===== config.mk =====
export PLATFORM = sky130hd
export DESIGN_NAME = mchd_top
export DESIGN_NICKNAME = d
export VERILOG_FILES = /design/src/mchd_pkg.sv /design/src/mchd_frame_if.sv /design/src/mchd_frame_build.sv /design/src/mchd_top.sv
export VERILOG_INCLUDE_DIRS = /design/src
export SDC_FILE = /design/constraint.sdc
export NUM_CORES = 1
export LEC_CHECK = 0
export ABC_AREA = 1
export BUFFER_PORTS_ARGS = -buffer_cell sky130_fd_sc_hd__buf_2
export CORE_ASPECT_RATIO = 0.7
export CORE_MARGIN = 5
export CORE_UTILIZATION = 46
export DETAILED_ROUTE_END_ITERATION = 10
export HOLD_SLACK_MARGIN = 0.1
export PLACE_DENSITY_LB_ADDON = 0.1
export REMOVE_ABC_BUFFERS = 1
export SKIP_LAST_GASP = 1
export SYNTH_ARGS = -nofsm -noshare
export SYNTH_HDL_FRONTEND = slang
export SYNTH_SLANG_ARGS = --single-unit

===== constraint.sdc =====
create_clock -name CLK_SYS_I -period 6.94 [get_ports CLK_SYS_I]
set_input_delay 2.082 -clock CLK_SYS_I [delete_from_list [all_inputs] [get_ports CLK_SYS_I]]
set_output_delay 2.082 -clock CLK_SYS_I [all_outputs]
set_load 0.02 [all_outputs]

===== src/mchd_consts.svh =====
// Notes on behaviour
// - Frame +8 holds the virtual address register
// - Codes 10,11 give failing read address
// - Frame +12 holds last fetch address plus four
// - Frame +16 bit 22 holds timer enable
// - Frame +16 low half holds soft summary
// - State bits 31:24 hold PC delta
// - State bits 20:18 hold access type
// - State bits 17:16 hold data length
// - State holds opcode and destination register
// - Vector table found through base register
// - Machine check dispatches via offset 04
// - Access and translation faults use 20, 24
// - Vector index from supplied bits 15:2
// - Bit 1 clear: priority equals request level
// - Halt saves PC and status word
// - Status bit 14 set when status invalid, except on power-up halt
// - Saved status layout with mapping and code
// - Halt loads status word 041F0000
// - Halt restarts at E0040000, mapping off
// - Halt code 3 clears timer, summary, trap
// - Halt codes 2, 3 and 6
// - Nested fault halt codes 4 through 13
// - Frame begins with byte count 24
// - Frame +4 bit 31 is restart flag
`ifndef MCHD_CONSTS_SVH
`define MCHD_CONSTS_SVH
`define MCHD_ADR_VBASE 8'h00
`define MCHD_ADR_TIMER 8'h04
`define MCHD_ADR_SOFT_IRQ_SUMMARY 8'h08
`define MCHD_ADR_ASYNC_TRAP_LEVEL 8'h0C
`define MCHD_ADR_HALT_SAVED_PC 8'h10
`define MCHD_ADR_SAVST 8'h14
`define MCHD_ADR_MCSTAT 8'h18
`define MCHD_FRAME_HI 3'h1
`define MCHD_FRAME_WORDS 7
`define MCHD_FRAME_BYTES 32'h0000_0018
`define MCHD_HALT_PSL 32'h041F_0000
`define MCHD_HALT_PC 32'hE004_0000
`define MCHD_VEC_MCHECK 16'h0004
`define MCHD_VEC_ACV 16'h0020
`define MCHD_VEC_TNV 16'h0024
`define MCHD_PAR_MCHECK 4'h6
`define MCHD_PAR_FAULT 4'h2
`define MCHD_PAR_IRQ 4'h0
`define MCHD_MC_RD_CACHE 16'h0010
`define MCHD_MC_RD_BUS 16'h0011
`define MCHD_TIMER_IE_BIT 6
`define MCHD_FRAME_IE_BIT 22
`define MCHD_HC_EXT 6'h02
`define MCHD_HC_PWRUP 6'h03
`define MCHD_HC_HALTI 6'h06
`define MCHD_HC_VEC11 6'h07
`define MCHD_HC_VEC10 6'h08
`define MCHD_HC_FLT_MC 6'h10
`define MCHD_HC_FLT_KS 6'h11
`define MCHD_HC_MC_MC 6'h12
`define MCHD_HC_MC_KS 6'h13
`endif


===== src/mchd_pkg.sv =====
`default_nettype none
package mchd_pkg;
  typedef enum logic [1:0] {
    MCHD_H_IDLE = 2'h0,
    MCHD_H_SAVE = 2'h1,
    MCHD_H_LOAD = 2'h3
  } mchd_halt_t;

  typedef struct packed {
    logic [6:0][31:0] word;
  } mchd_frame_st_t;

  typedef struct packed {
    mchd_halt_t hst;
    logic pwrup;
    logic [5:0] hcode;
    logic hpin_s1;
    logic hpin_s2;
    logic hpin_s3;
    logic req_s1;
    logic req_s2;
    logic req_s3;
    logic [4:0] lvl_s1;
    logic [4:0] lvl_s2;
    logic [15:0] vec_s1;
    logic [15:0] vec_s2;
    logic ack;
    logic [31:0] rdat;
    logic [31:0] vbase;
    logic [31:0] timer;
    logic [15:0] soft_irq_summary;
    logic [2:0] async_trap_level;
    logic [31:0] halt_saved_pc;
    logic [31:0] savst;
    logic mc_active;
    logic dispatch;
    logic [31:0] daddr;
    logic [4:0] prio;
    logic [3:0] params;
    logic halt_pulse;
    logic [31:0] pc_load;
    logic [31:0] psl_load;
    logic mapping_enable;
  } mchd_top_st_t;
endpackage
`default_nettype wire


===== src/mchd_frame_if.sv =====
`timescale 1ns/100ps
`default_nettype none
interface mchd_frame_if (
  input wire logic clk,
  input wire logic rst
);
  logic capture;
  logic [15:0] code;
  logic restart;
  logic [31:0] va;
  logic [31:0] read_va;
  logic [31:0] fetch_va;
  logic timer_ie;
  logic [15:0] soft_irq_summary;
  logic [31:0] pc;
  logic [31:0] backup_pc;
  logic [2:0] access_type;
  logic [1:0] data_length;
  logic [7:0] opcode;
  logic [3:0] dest_reg;
  logic [6:0][31:0] frame;

  modport builder (
    input clk, rst, capture, code, restart, va, read_va, fetch_va, timer_ie, soft_irq_summary,
    input pc, backup_pc, access_type, data_length, opcode, dest_reg,
    output frame
  );
  modport owner (
    output capture, code, restart, va, read_va, fetch_va, timer_ie, soft_irq_summary,
    output pc, backup_pc, access_type, data_length, opcode, dest_reg,
    input frame
  );
endinterface
`default_nettype wire


===== src/mchd_frame_build.sv =====
`timescale 1ns/100ps
`default_nettype none
`include "mchd_consts.svh"
module mchd_frame_build (
  mchd_frame_if.builder f
);
  mchd_pkg::mchd_frame_st_t s_reg;
  mchd_pkg::mchd_frame_st_t s_next;
  logic [31:0] delta;

  assign delta = f.pc - f.backup_pc;

  always_comb
  begin
    s_next = s_reg;
    if (f.capture)
    begin
      s_next.word[0] = `MCHD_FRAME_BYTES;
      s_next.word[1] = {f.restart, 15'h0000, f.code};
      s_next.word[2] = f.va;
      if (f.code == `MCHD_MC_RD_CACHE || f.code == `MCHD_MC_RD_BUS)
        s_next.word[2] = f.read_va;
      s_next.word[3] = f.fetch_va + 32'h0000_0004;
      s_next.word[4] = {9'h000, f.timer_ie, 6'h00, f.soft_irq_summary};
      s_next.word[5] = {delta[7:0], 3'h0, f.access_type, f.data_length,
                        f.opcode, 4'h0, f.dest_reg};
      s_next.word[6] = 32'h0000_0000;
    end
  end

  always_ff @(posedge f.clk)
  begin
    if (f.rst)
      s_reg <= '0;
    else
      s_reg <= s_next;
  end

  assign f.frame = s_reg.word;
endmodule
`default_nettype wire


===== src/mchd_top.sv =====
`timescale 1ns/100ps
`default_nettype none
`include "mchd_consts.svh"
module mchd_top (
  input wire logic CLK_SYS_I,
  input wire logic RESET_I,
  input wire logic [7:0] ADR_I,
  input wire logic [31:0] DAT_I,
  input wire logic [3:0] SEL_I,
  input wire logic WE_I,
  input wire logic STB_I,
  input wire logic CYC_I,
  output logic [31:0] DAT_O,
  output logic ACK_O,
  input wire logic MCHECK_I,
  input wire logic [15:0] MCHECK_CODE_I,
  input wire logic RESTART_OK_I,
  input wire logic [31:0] VA_I,
  input wire logic [31:0] READ_VA_I,
  input wire logic [31:0] FETCH_VA_I,
  input wire logic [31:0] PC_I,
  input wire logic [31:0] BACKUP_PC_I,
  input wire logic [2:0] ACCESS_TYPE_I,
  input wire logic [1:0] DATA_LENGTH_I,
  input wire logic [7:0] OPCODE_I,
  input wire logic [3:0] DEST_REG_I,
  input wire logic FAULT_ACV_I,
  input wire logic FAULT_TNV_I,
  input wire logic KSNV_ACTIVE_I,
  input wire logic HALT_INSTR_I,
  input wire logic KERNEL_MODE_I,
  input wire logic NESTED_HALT_I,
  input wire logic [5:0] NESTED_CODE_I,
  input wire logic [31:0] PSL_I,
  input wire logic PSL_VALID_I,
  input wire logic MAPPING_ENABLE_I,
  input wire logic HALT_PIN_N_I,
  input wire logic IRQ_REQ_I,
  input wire logic [4:0] IRQ_LEVEL_I,
  input wire logic [15:0] IRQ_VECTOR_I,
  output logic DISPATCH_O,
  output logic [31:0] DISPATCH_ADDR_O,
  output logic [4:0] NEW_PRIORITY_O,
  output logic [3:0] PARAM_COUNT_O,
  output logic HALT_O,
  output logic [31:0] PC_LOAD_O,
  output logic [31:0] PSL_LOAD_O,
  output logic MAPPING_ENABLE_O
);
  mchd_pkg::mchd_top_st_t s_reg;
  mchd_pkg::mchd_top_st_t s_next;
  logic cap_frame;
  logic hgo;
  logic [5:0] hc;
  logic dgo;
  logic [15:0] doff;
  logic [3:0] dpar;
  logic [4:0] dprio;
  logic [31:0] soft_irq_summary_merged;

  mchd_frame_if fif (
    .clk(CLK_SYS_I),
    .rst(RESET_I)
  );

  assign fif.capture = cap_frame;
  assign fif.code = MCHECK_CODE_I;
  assign fif.restart = RESTART_OK_I;
  assign fif.va = VA_I;
  assign fif.read_va = READ_VA_I;
  assign fif.fetch_va = FETCH_VA_I;
  assign fif.timer_ie = s_reg.timer[`MCHD_TIMER_IE_BIT];
  assign fif.soft_irq_summary = s_reg.soft_irq_summary;
  assign fif.pc = PC_I;
  assign fif.backup_pc = BACKUP_PC_I;
  assign fif.access_type = ACCESS_TYPE_I;
  assign fif.data_length = DATA_LENGTH_I;
  assign fif.opcode = OPCODE_I;
  assign fif.dest_reg = DEST_REG_I;

  mchd_frame_build u_frame (
    .f(fif.builder)
  );

  function automatic logic [31:0] lane_merge(input logic [31:0] old,
                                             input logic [31:0] dat,
                                             input logic [3:0] sel);
    logic [31:0] r;
    r = old;
    for (int i = 0; i < 4; i++)
      if (sel[i])
        r[i*8 +: 8] = dat[i*8 +: 8];
    return r;
  endfunction

  assign soft_irq_summary_merged = lane_merge({16'h0000, s_reg.soft_irq_summary}, DAT_I, SEL_I);

  always_comb
  begin
    s_next = s_reg;
    cap_frame = 1'b0;
    hgo = 1'b0;
    hc = 6'h00;
    dgo = 1'b0;
    doff = 16'h0000;
    dpar = `MCHD_PAR_IRQ;
    dprio = s_reg.prio;
    s_next.ack = 1'b0;
    s_next.dispatch = 1'b0;
    s_next.halt_pulse = 1'b0;
    // Pin synchronisers, third stage for edges
    s_next.hpin_s1 = HALT_PIN_N_I;
    s_next.hpin_s2 = s_reg.hpin_s1;
    s_next.hpin_s3 = s_reg.hpin_s2;
    s_next.req_s1 = IRQ_REQ_I;
    s_next.req_s2 = s_reg.req_s1;
    s_next.req_s3 = s_reg.req_s2;
    s_next.lvl_s1 = IRQ_LEVEL_I;
    s_next.lvl_s2 = s_reg.lvl_s1;
    s_next.vec_s1 = IRQ_VECTOR_I;
    s_next.vec_s2 = s_reg.vec_s1;

    if (CYC_I && STB_I && !s_reg.ack)
    begin
      s_next.ack = 1'b1;
      s_next.rdat = 32'h0000_0000;
      if (WE_I)
      begin
        if (ADR_I == `MCHD_ADR_VBASE)
          s_next.vbase = lane_merge(s_reg.vbase, DAT_I, SEL_I);
        else if (ADR_I == `MCHD_ADR_TIMER)
          s_next.timer = lane_merge(s_reg.timer, DAT_I, SEL_I);
        else if (ADR_I == `MCHD_ADR_SOFT_IRQ_SUMMARY)
          s_next.soft_irq_summary = soft_irq_summary_merged[15:0];
        else if (ADR_I == `MCHD_ADR_ASYNC_TRAP_LEVEL && SEL_I[0])
          s_next.async_trap_level = DAT_I[2:0];
        else if (ADR_I == `MCHD_ADR_MCSTAT && SEL_I[0] && DAT_I[0])
          s_next.mc_active = 1'b0;
      end
      else
      begin
        if (ADR_I == `MCHD_ADR_VBASE)
          s_next.rdat = s_reg.vbase;
        else if (ADR_I == `MCHD_ADR_TIMER)
          s_next.rdat = s_reg.timer;
        else if (ADR_I == `MCHD_ADR_SOFT_IRQ_SUMMARY)
          s_next.rdat = {16'h0000, s_reg.soft_irq_summary};
        else if (ADR_I == `MCHD_ADR_ASYNC_TRAP_LEVEL)
          s_next.rdat = {29'h0000_0000, s_reg.async_trap_level};
        else if (ADR_I == `MCHD_ADR_HALT_SAVED_PC)
          s_next.rdat = s_reg.halt_saved_pc;
        else if (ADR_I == `MCHD_ADR_SAVST)
          s_next.rdat = s_reg.savst;
        else if (ADR_I == `MCHD_ADR_MCSTAT)
          s_next.rdat = {31'h0000_0000, s_reg.mc_active};
        else if (ADR_I[7:5] == `MCHD_FRAME_HI && ADR_I[4:2] != 3'h7)
          s_next.rdat = fif.frame[ADR_I[4:2]];
      end
    end

    case (s_reg.hst)
      mchd_pkg::MCHD_H_IDLE:
      begin
        if (s_reg.pwrup)
        begin
          hgo = 1'b1;
          hc = `MCHD_HC_PWRUP;
        end
        else if (s_reg.hpin_s3 && !s_reg.hpin_s2)
        begin
          hgo = 1'b1;
          hc = `MCHD_HC_EXT;
        end
        else if (NESTED_HALT_I)
        begin
          hgo = 1'b1;
          hc = NESTED_CODE_I;
        end
        else if (MCHECK_I && (s_reg.mc_active || KSNV_ACTIVE_I))
        begin
          hgo = 1'b1;
          hc = s_reg.mc_active ? `MCHD_HC_MC_MC : `MCHD_HC_MC_KS;
        end
        else if ((FAULT_ACV_I || FAULT_TNV_I) && (s_reg.mc_active || KSNV_ACTIVE_I))
        begin
          hgo = 1'b1;
          hc = s_reg.mc_active ? `MCHD_HC_FLT_MC : `MCHD_HC_FLT_KS;
        end
        else if (HALT_INSTR_I && KERNEL_MODE_I)
        begin
          hgo = 1'b1;
          hc = `MCHD_HC_HALTI;
        end
        else if (MCHECK_I)
        begin
          dgo = 1'b1;
          doff = `MCHD_VEC_MCHECK;
          dpar = `MCHD_PAR_MCHECK;
          cap_frame = 1'b1;
          s_next.mc_active = 1'b1;
        end
        else if (FAULT_ACV_I || FAULT_TNV_I)
        begin
          dgo = 1'b1;
          doff = FAULT_ACV_I ? `MCHD_VEC_ACV : `MCHD_VEC_TNV;
          dpar = `MCHD_PAR_FAULT;
        end
        else if (s_reg.req_s2 && !s_reg.req_s3)
        begin
          if (s_reg.vec_s2[1:0] == 2'h3)
          begin
            hgo = 1'b1;
            hc = `MCHD_HC_VEC11;
          end
          else if (s_reg.vec_s2[1:0] == 2'h2)
          begin
            hgo = 1'b1;
            hc = `MCHD_HC_VEC10;
          end
          else
          begin
            dgo = 1'b1;
            doff = {s_reg.vec_s2[15:2], 2'h0};
            dprio = s_reg.lvl_s2;
          end
        end
        if (hgo)
        begin
          s_next.hst = mchd_pkg::MCHD_H_SAVE;
          s_next.hcode = hc;
          s_next.pwrup = 1'b0;
        end
        if (dgo)
        begin
          s_next.dispatch = 1'b1;
          s_next.daddr = {s_reg.vbase[31:2], 2'h0} + {16'h0000, doff};
          s_next.params = dpar;
          s_next.prio = dprio;
        end
      end
      mchd_pkg::MCHD_H_SAVE:
      begin
        s_next.halt_saved_pc = PC_I;
        s_next.savst = {PSL_I[31:16], MAPPING_ENABLE_I,
                        ~PSL_VALID_I && (s_reg.hcode != `MCHD_HC_PWRUP),
                        s_reg.hcode, PSL_I[7:0]};
        s_next.hst = mchd_pkg::MCHD_H_LOAD;
      end
      mchd_pkg::MCHD_H_LOAD:
      begin
        s_next.psl_load = `MCHD_HALT_PSL;
        s_next.pc_load = `MCHD_HALT_PC;
        s_next.mapping_enable = 1'b0;
        s_next.halt_pulse = 1'b1;
        s_next.mc_active = 1'b0;
        if (s_reg.hcode == `MCHD_HC_PWRUP)
        begin
          s_next.timer = 32'h0000_0000;
          s_next.soft_irq_summary = 16'h0000;
          s_next.async_trap_level = 3'h0;
        end
        s_next.hst = mchd_pkg::MCHD_H_IDLE;
      end
      default:
        s_next.hst = mchd_pkg::MCHD_H_IDLE;
    endcase
  end

  always_ff @(posedge CLK_SYS_I)
  begin
    // Timer, summary and trap level are left for the power-up halt to clear
    if (RESET_I)
      s_reg <= '{hst: mchd_pkg::MCHD_H_IDLE, pwrup: 1'b1, hpin_s1: 1'b1, hpin_s2: 1'b1,
                 hpin_s3: 1'b1, timer: s_reg.timer, soft_irq_summary: s_reg.soft_irq_summary, async_trap_level: s_reg.async_trap_level,
                 default: '0};
    else
      s_reg <= s_next;
  end

  assign DAT_O = s_reg.rdat;
  assign ACK_O = s_reg.ack;
  assign DISPATCH_O = s_reg.dispatch;
  assign DISPATCH_ADDR_O = s_reg.daddr;
  assign NEW_PRIORITY_O = s_reg.prio;
  assign PARAM_COUNT_O = s_reg.params;
  assign HALT_O = s_reg.halt_pulse;
  assign PC_LOAD_O = s_reg.pc_load;
  assign PSL_LOAD_O = s_reg.psl_load;
  assign MAPPING_ENABLE_O = s_reg.mapping_enable;
endmodule
`default_nettype wire


==> run metrics, run 1 <==
Sequential Power Share=0.471; switching power=0.00141 W; initial antenna violation count=0; final slew viol count=0; grt total ovfl=0; hold buffers post-CTS=0; row count=64; Setup Fix Bufs, Post-CTS=0; Crit Path Category=input port to flip-flop; Worst-Margin Slew=1130 ps; Yosys reg bits=402; Largest register FFs=163; synthesized area per cell=7.12 sq um; crit path DAT=5160 ps; fillers=4,382; internal power=0.00395 W; # diodes=0; io pins=454; Netlist cell types=48; Clock Tree Root=clkbuf_16; clk_skew=23.3 ps; via count=19,000; Sink Count=402; worst-path fanout max=12; vias in the first global route=17,700; Max-Cap Viols=0; gr usage total=0.258; PortBufs=362; min Tclk post-route=4770 ps; Residual DRC=0; core area=43,600 sq um; worst relative slew slack=0.246; Placed Area=21,500 sq um; asr flop ratio synth=0; CTS tree=yes; Comb pwr share=0.106; Syn. warnings=0; Setup-failing EPs final=0; Post-synth EDFFs=51; drt total wl=65.5 mm; GP Congestion=0.905; Fin Hold WS=397 ps; fmax=0.209 GHz; status=complete, no violations; post-route setup slack=2170 ps; Reg clk slew, reported paths=60 ps; Syn-to-layout area delta=13.1%; DR WL/cell=17.8 um; Hold WC Path Type=flip-flop to flip-flop; Die W=261 um; Cells after Synth=2,846; 1st-pass router iterations=6; full die area=48,400 sq um; Place WS=1660 ps; post-cts repair resize count=0; setup TNS=0 ps; clock tree buffer depth=3; RSZ-0062 raised after global routing=false; Cell Area, Synth=20,300 sq um; Hold Violations, Final=0; DR vias/cell=5.18; antenna viol nets, final=0; Die Span Y=186 um; Worst-Skew Late Latency=560 ps; Final HPWL DP=47.5 mm; H-tree Lvls=2; largest net degree at the start of global routing=160; Post-Route Utilization=0.525; Sw Share=0.264; DRT iter0 DRCs=1,828; CP required=7330 ps; starting density of the core=0.464; CTS Buf Count=42; first-pass GRT wire length=99.0 mm; Pleak=10.6 nW; critical path endpoint category=flip-flop; VDD IR max=165 uV; Main synth FF type=dfxtp_1; share of cells above drive strength 1=0.167; Power Density=234 nW/um^2; crit start category=input port; sequential share of the synthesized area=0.423; clock share of power=0.422; Finished Cell Area=22,900 sq um; Final #Nets=3,387; Final period util=0.688
==> critical path, cell delays in order <==
cell	delay, ps
buf_2	110
nor2_2	160
nand2_2	100
nor2_1	660
nand2_1	100
nor2_1	140
ha_1	310
a21oi_1	300
o21ai_0	220
a21oi_1	290
nand2_1	200
nand2_1	160
xor2_1	240
a21oi_1	90
==> cells by family after synthesis <==
logic type               share of synthesized area
adder cells (fa/ha/maj)                     0.0180
flip-flops                                   0.423
AND/OR/NAND/NOR                              0.242
buffers and inverters                        0.134
other                                     0.000185
XOR/XNOR                                    0.0147
AO/OA/AOI/OAI                                0.169
==> placed cells by master (no fill, tap or decap), types with 31 or more instances in the layout <==
cell | Yosys | final
nor2_1 | 464 | 463
nand2_1 | 450 | 450
buf_2 | 42 | 361
dfxtp_1 | 351 | 351
o21ai_0 | 339 | 339
inv_1 | 259 | 258
a21oi_1 | 197 | 196
nand3_1 | 129 | 129
conb_1 | 1 | 59
nor3_1 | 56 | 56
edfxtp_1 | 51 | 51
clkbuf_16 | 0 | 43
o21ai_1 | 33 | 33
o211ai_1 | 31 | 31
==> power groups by stage <==
stage | registers (W) | clock network [W] | logic (W)
2_1_floorplan | 0.00258 | 0 | 0.000304
3_3_place_gp | 0.00257 | 0 | 0.000556
3_5_place_dp | 0.00258 | 0 | 0.000564
4_1_cts | 0.00253 | 0.00231 | 0.000568
5_1_grt | 0.00254 | 0.00241 | 0.000635
6_report | 0.00253 | 0.00226 | 0.000570
==> synthesized netlist by cell type (all sizes together) (4+ instances only) <==
master	instances	area (sq um)
a211oi	10	75.1
a21oi	198	995
a22oi	5	37.5
buf	193	1330
clkbuf	88	330
dfxtp	351	7030
edfxtp	51	1530
ha	26	325
inv	280	1050
nand2	459	1750
nand3	129	646
nand3b	4	30.0
nand4	22	138
nor2	478	1860
nor3	58	300
nor4	6	43.8
o2111ai	8	70.1
o211ai	31	233
o21ai	372	1860
or2	15	93.8
xnor2	15	131
xor2	19	166
==> final cells by class <==
cell class                 count  area [sq um]  area share
clock buffer                  65          1260      0.0549
multi-input combinational   1941          9220       0.402
clock inverter                12           119     0.00519
timing repair buffer         379          1950      0.0853
inverter                     280          1060      0.0461
sequential                   402          8560       0.374
tap                          594           743      0.0324
==> worst paths after layout <==
check / start / cells past startpoint / slack (ps) / endpoint
max: FAULT_TNV_I / 14 / 2170 / DISPATCH_ADDR_O[25]
min: s_next[325] / 2 / 400 / s_reg[325]
max reg2reg: s_next[331] / 15 / 3150 / DISPATCH_ADDR_O[25]
min reg2reg: s_next[325] / 2 / 400 / s_reg[325]
==> stage by stage <==
stage	std cells	total power, W
2_1_floorplan	2623	0.00288
3_3_place_gp	3596	0.00313
3_5_place_dp	3596	0.00314
4_1_cts	3673	0.00540
5_1_grt	3673	0.00558
6_report	3673	0.00536
==> routing by layer <==
metal  wire [um]  GRT usage  up-vias
met3        4170     0.0354       92
met5           0          0        -
met1       30700      0.376     8857
met4        1500     0.0648        0
met2       29200      0.405      612
li1            -          -     9462
No activity file was read; power rests on OpenSTA's default activity.
==> run 2: changes to the inputs <==
--- a/config.mk
+++ b/config.mk
@@ -6,7 +6,7 @@
 export SDC_FILE = /design/constraint.sdc
 export NUM_CORES = 1
 export LEC_CHECK = 0
-export ABC_AREA = 1
+export ABC_AREA = 0
 export BUFFER_PORTS_ARGS = -buffer_cell sky130_fd_sc_hd__buf_2
 export CORE_ASPECT_RATIO = 0.7
 export CORE_MARGIN = 5
==> constraint.sdc (replaced) <==
create_clock -name CLK_SYS_I -period 3.97 [get_ports CLK_SYS_I]
set_input_delay 1.191 -clock CLK_SYS_I [delete_from_list [all_inputs] [get_ports CLK_SYS_I]]
set_output_delay 1.191 -clock CLK_SYS_I [all_outputs]
set_load 0.02 [all_outputs]
==> run 2 against run 1 <==
  * Hold slack improved by 8.5 ps
  * Sequential share of layout area about the same
  * Sequential power up 72%
  * First-iteration DRC count fell by 33%
  * Register-to-register slack got worse by 2600 ps
  * Die area down 2.9%
  * Synthesized cell count fell by 23%
  * Via count is 13% lower
  * Routed wire length fell by 7.1%
  * Critical path type unchanged
  * Critical endpoint is now DISPATCH_ADDR_O[26]
  * Largest power group unchanged
==> run metrics, run 2 <==
R2R Setup Slk=530 ps (-2620 ps); worst r2r src=s_next[331]; post-synth top area share=0.358 (+0.0109); largest net degree at the start of global routing=107 (-33%); via count=16,600 (-13%); min Tclk post-route=3700 ps; crit path DAT=4140 ps (-1020 ps); Placed Area=21,500 sq um (about the same); Tot Pwr=0.00923 W (+72%); 1st-pass router iterations=6 (unchanged); Post-synth EDFFs=51 (unchanged); io pins=454 (unchanged); Clock Tree Root=clkbuf_16; Yosys reg bits=402 (unchanged); worst-path fanout max=9 (-3); core area=42,300 sq um (-3.2%); Worst R2R Path Depth=14 (-1); post-route setup slack=270 ps (-1900 ps); Die W=257 um (-1.5%); Residual DRC=0 (unchanged); grt total ovfl=0 (unchanged); antenna viol nets, final=0 (unchanged); synthesized area per cell=8.92 sq um (+25%); Cells after Synth=2,201 (-23%); fillers=3,945 (-10%); Reg area=8560 sq um (unchanged); CTS Buf Count=41 (-2.4%); Final HPWL DP=44.6 mm (-6.1%); crit start category=input port; hold buffers post-CTS=0 (unchanged); RSZ-0062 raised after global routing=false; Setup-failing EPs final=0 (unchanged); Worst-Skew Late Latency=560 ps (about the same); sequential share of the synthesized area=0.436 (+0.0133); most frequent cells in the layout=360 x buf_2, 351 x dfxtp_1, 283 x nor2_1, 219 x nand2_1, 198 x mux2i_1; CP bufs+invs=2 (+1); DR vias/cell=5.45 (+5.2%); worst relative slew slack=0.303 (+0.0565); post-synth top area cell=dfxtp_1; Worst Setup SP=FAULT_TNV_I; VDD IR max=250 uV (+52%); Final #Nets=2,805 (-17%); most numerous cell in the Yosys netlist=dfxtp_1; clock tree buffer depth=3 (unchanged); Syn-to-layout area delta=16.6%; share of cells above drive strength 1=0.225 (+0.0581); PortBufs=362 (unchanged); initial antenna violation count=4 (+4); Worst-Margin Slew=1040 ps (-87.0 ps); critical path endpoint category=flip-flop; crit-path max cell delay=440 ps (-220 ps); CP most frequent cell=nor3_1; Post-Route Utilization=0.542 (+0.0168); commonest non-fill, non-tap cell in the layout=buf_2; CP top delay family=compound AO/OA/AOI/OAI gates; Largest register FFs=163 (unchanged); Cell Area, Synth=19,600 sq um (-3.1%); Die Span Y=183 um (-1.5%); asr flop ratio synth=0 (unchanged); Hold Violations, Final=0 (unchanged); Finished Cell Area=22,900 sq um (about the same); top cells by area, synth=dfxtp_1 36%, mux2i_1 10%, edfxtp_1 7.8%; GP Congestion=0.865 (-4.4%); Sink Count=402 (unchanged); CP Depth=14 (unchanged); Pleak=9.65 nW (-8.7%); row count=63 (-1.6%); Netlist cell types=73 (+52%); Crit Path Category=input port to flip-flop; multi-input logic area=9610 sq um (+4.2%); DRT iter0 DRCs=1,230 (-33%); post-cts repair resize count=0 (unchanged); CP required=4410 ps (-2920 ps); synth cell count leaders=351 x dfxtp_1, 284 x nor2_1, 219 x nand2_1; setup TNS=0 ps (unchanged); Slowest cell on crit path=fa_1; Worst Setup EP=DISPATCH_ADDR_O[26]; first-pass GRT wire length=92.7 mm (-6.3%); Reg clk slew, reported paths=60 ps (about the same); Place WS=-267 ps (-1930 ps); Max-Cap Viols=0 (unchanged); Reg-to-Reg End=DISPATCH_ADDR_O[26]; gr usage total=0.246 (-0.0116); drt total wl=60.9 mm (-7.1%); CP Cell Sequence=buf_2 -> nor3_1 -> buf_4 -> nor2_1 -> nor3_1 -> ha_1 -> fa_1 -> a211oi_1 -> o21ai_0 -> a221oi_2 -> o31a_2 -> nand4b_1 -> xor2_1 -> a21oi_1; Main synth FF type=dfxtp_1; H-tree Lvls=2 (unchanged); fmax=0.270 GHz; Hold WC Path Type=flip-flop to flip-flop; status=complete, no violations; Syn. warnings=0 (unchanged); full die area=47,000 sq um (-2.9%); Final period util=0.932; clk_skew=11.8 ps (-11.5 ps); DR WL/cell=20.0 um (+12%); CTS tree=yes; hold path start=s_next[335]; final slew viol count=0 (unchanged); vias in the first global route=15,900 (-10%); Setup Fix Bufs, Post-CTS=0 (unchanged); starting density of the core=0.465 (+0.000651); Power Density=404 nW/um^2 (+72%)
run 2: worst reg2reg max path, cell delays in order (launching register included):
cell	delay (ps)
dfxtp_1	340
nor3b_1	370
a21oi_1	120
nor2_1	90
nor2_1	40
nor3_1	230
ha_1	280
fa_1	240
a211oi_1	110
o21ai_0	370
a221oi_2	140
o31a_2	470
nand4b_1	220
xor2_1	180
a21oi_1	150
run 2: per-layer routing:
metal / global-route usage / wire, um
met5: 0 / 27
met4: 0.0661 / 1380
met3: 0.0389 / 3450
met2: 0.404 / 28500
met1: 0.341 / 27500
run 2: per-stage QoR:
step	instances	hold WS, ps
6_report	3051	405
5_1_grt	3050	416
4_1_cts	3048	407
3_5_place_dp	2973	395
3_3_place_gp	2973	392
2_1_floorplan	1970	389
run 2: how the worst min path moves through the flow:
stage / slack [ps] / depth (start not counted) / to
5_1_grt: 420 / 1 / s_next[334]
6_report: 410 / 1 / s_next[334]
3_5_place_dp: 390 / 1 / s_next[334]
2_1_floorplan: 390 / 1 / s_next[334]
3_3_place_gp: 390 / 1 / s_next[334]
4_1_cts: 410 / 1 / s_next[334]
run 2: power breakdown:
group	internal [W]	leakage (nW)	switching [W]
clock network	0.00228	0.667	0.00166
logic	0.000372	5.63	0.000573
registers	0.00427	3.35	0.0000831
run 2: area by class of cell:
type                    instances  area share
diodes                          3    0.000328
clock buffers                  64      0.0540
clock inverters                11     0.00514
inverters                      24     0.00394
multi-input cells            1544       0.420
flip-flops and latches        402       0.374
well taps                     552      0.0302
repair buffers                451       0.113
run 2: cell families after synthesis:
kind of cell	Yosys count	synth area share
AND/OR/NAND/NOR	713	0.163
AO/OA/AOI/OAI	478	0.158
flip-flops	402	0.436
buffers and inverters	313	0.0883
multiplexers	219	0.115
XOR/XNOR	47	0.0210
adder cells (fa/ha/maj)	28	0.0186
other	1	0.000191
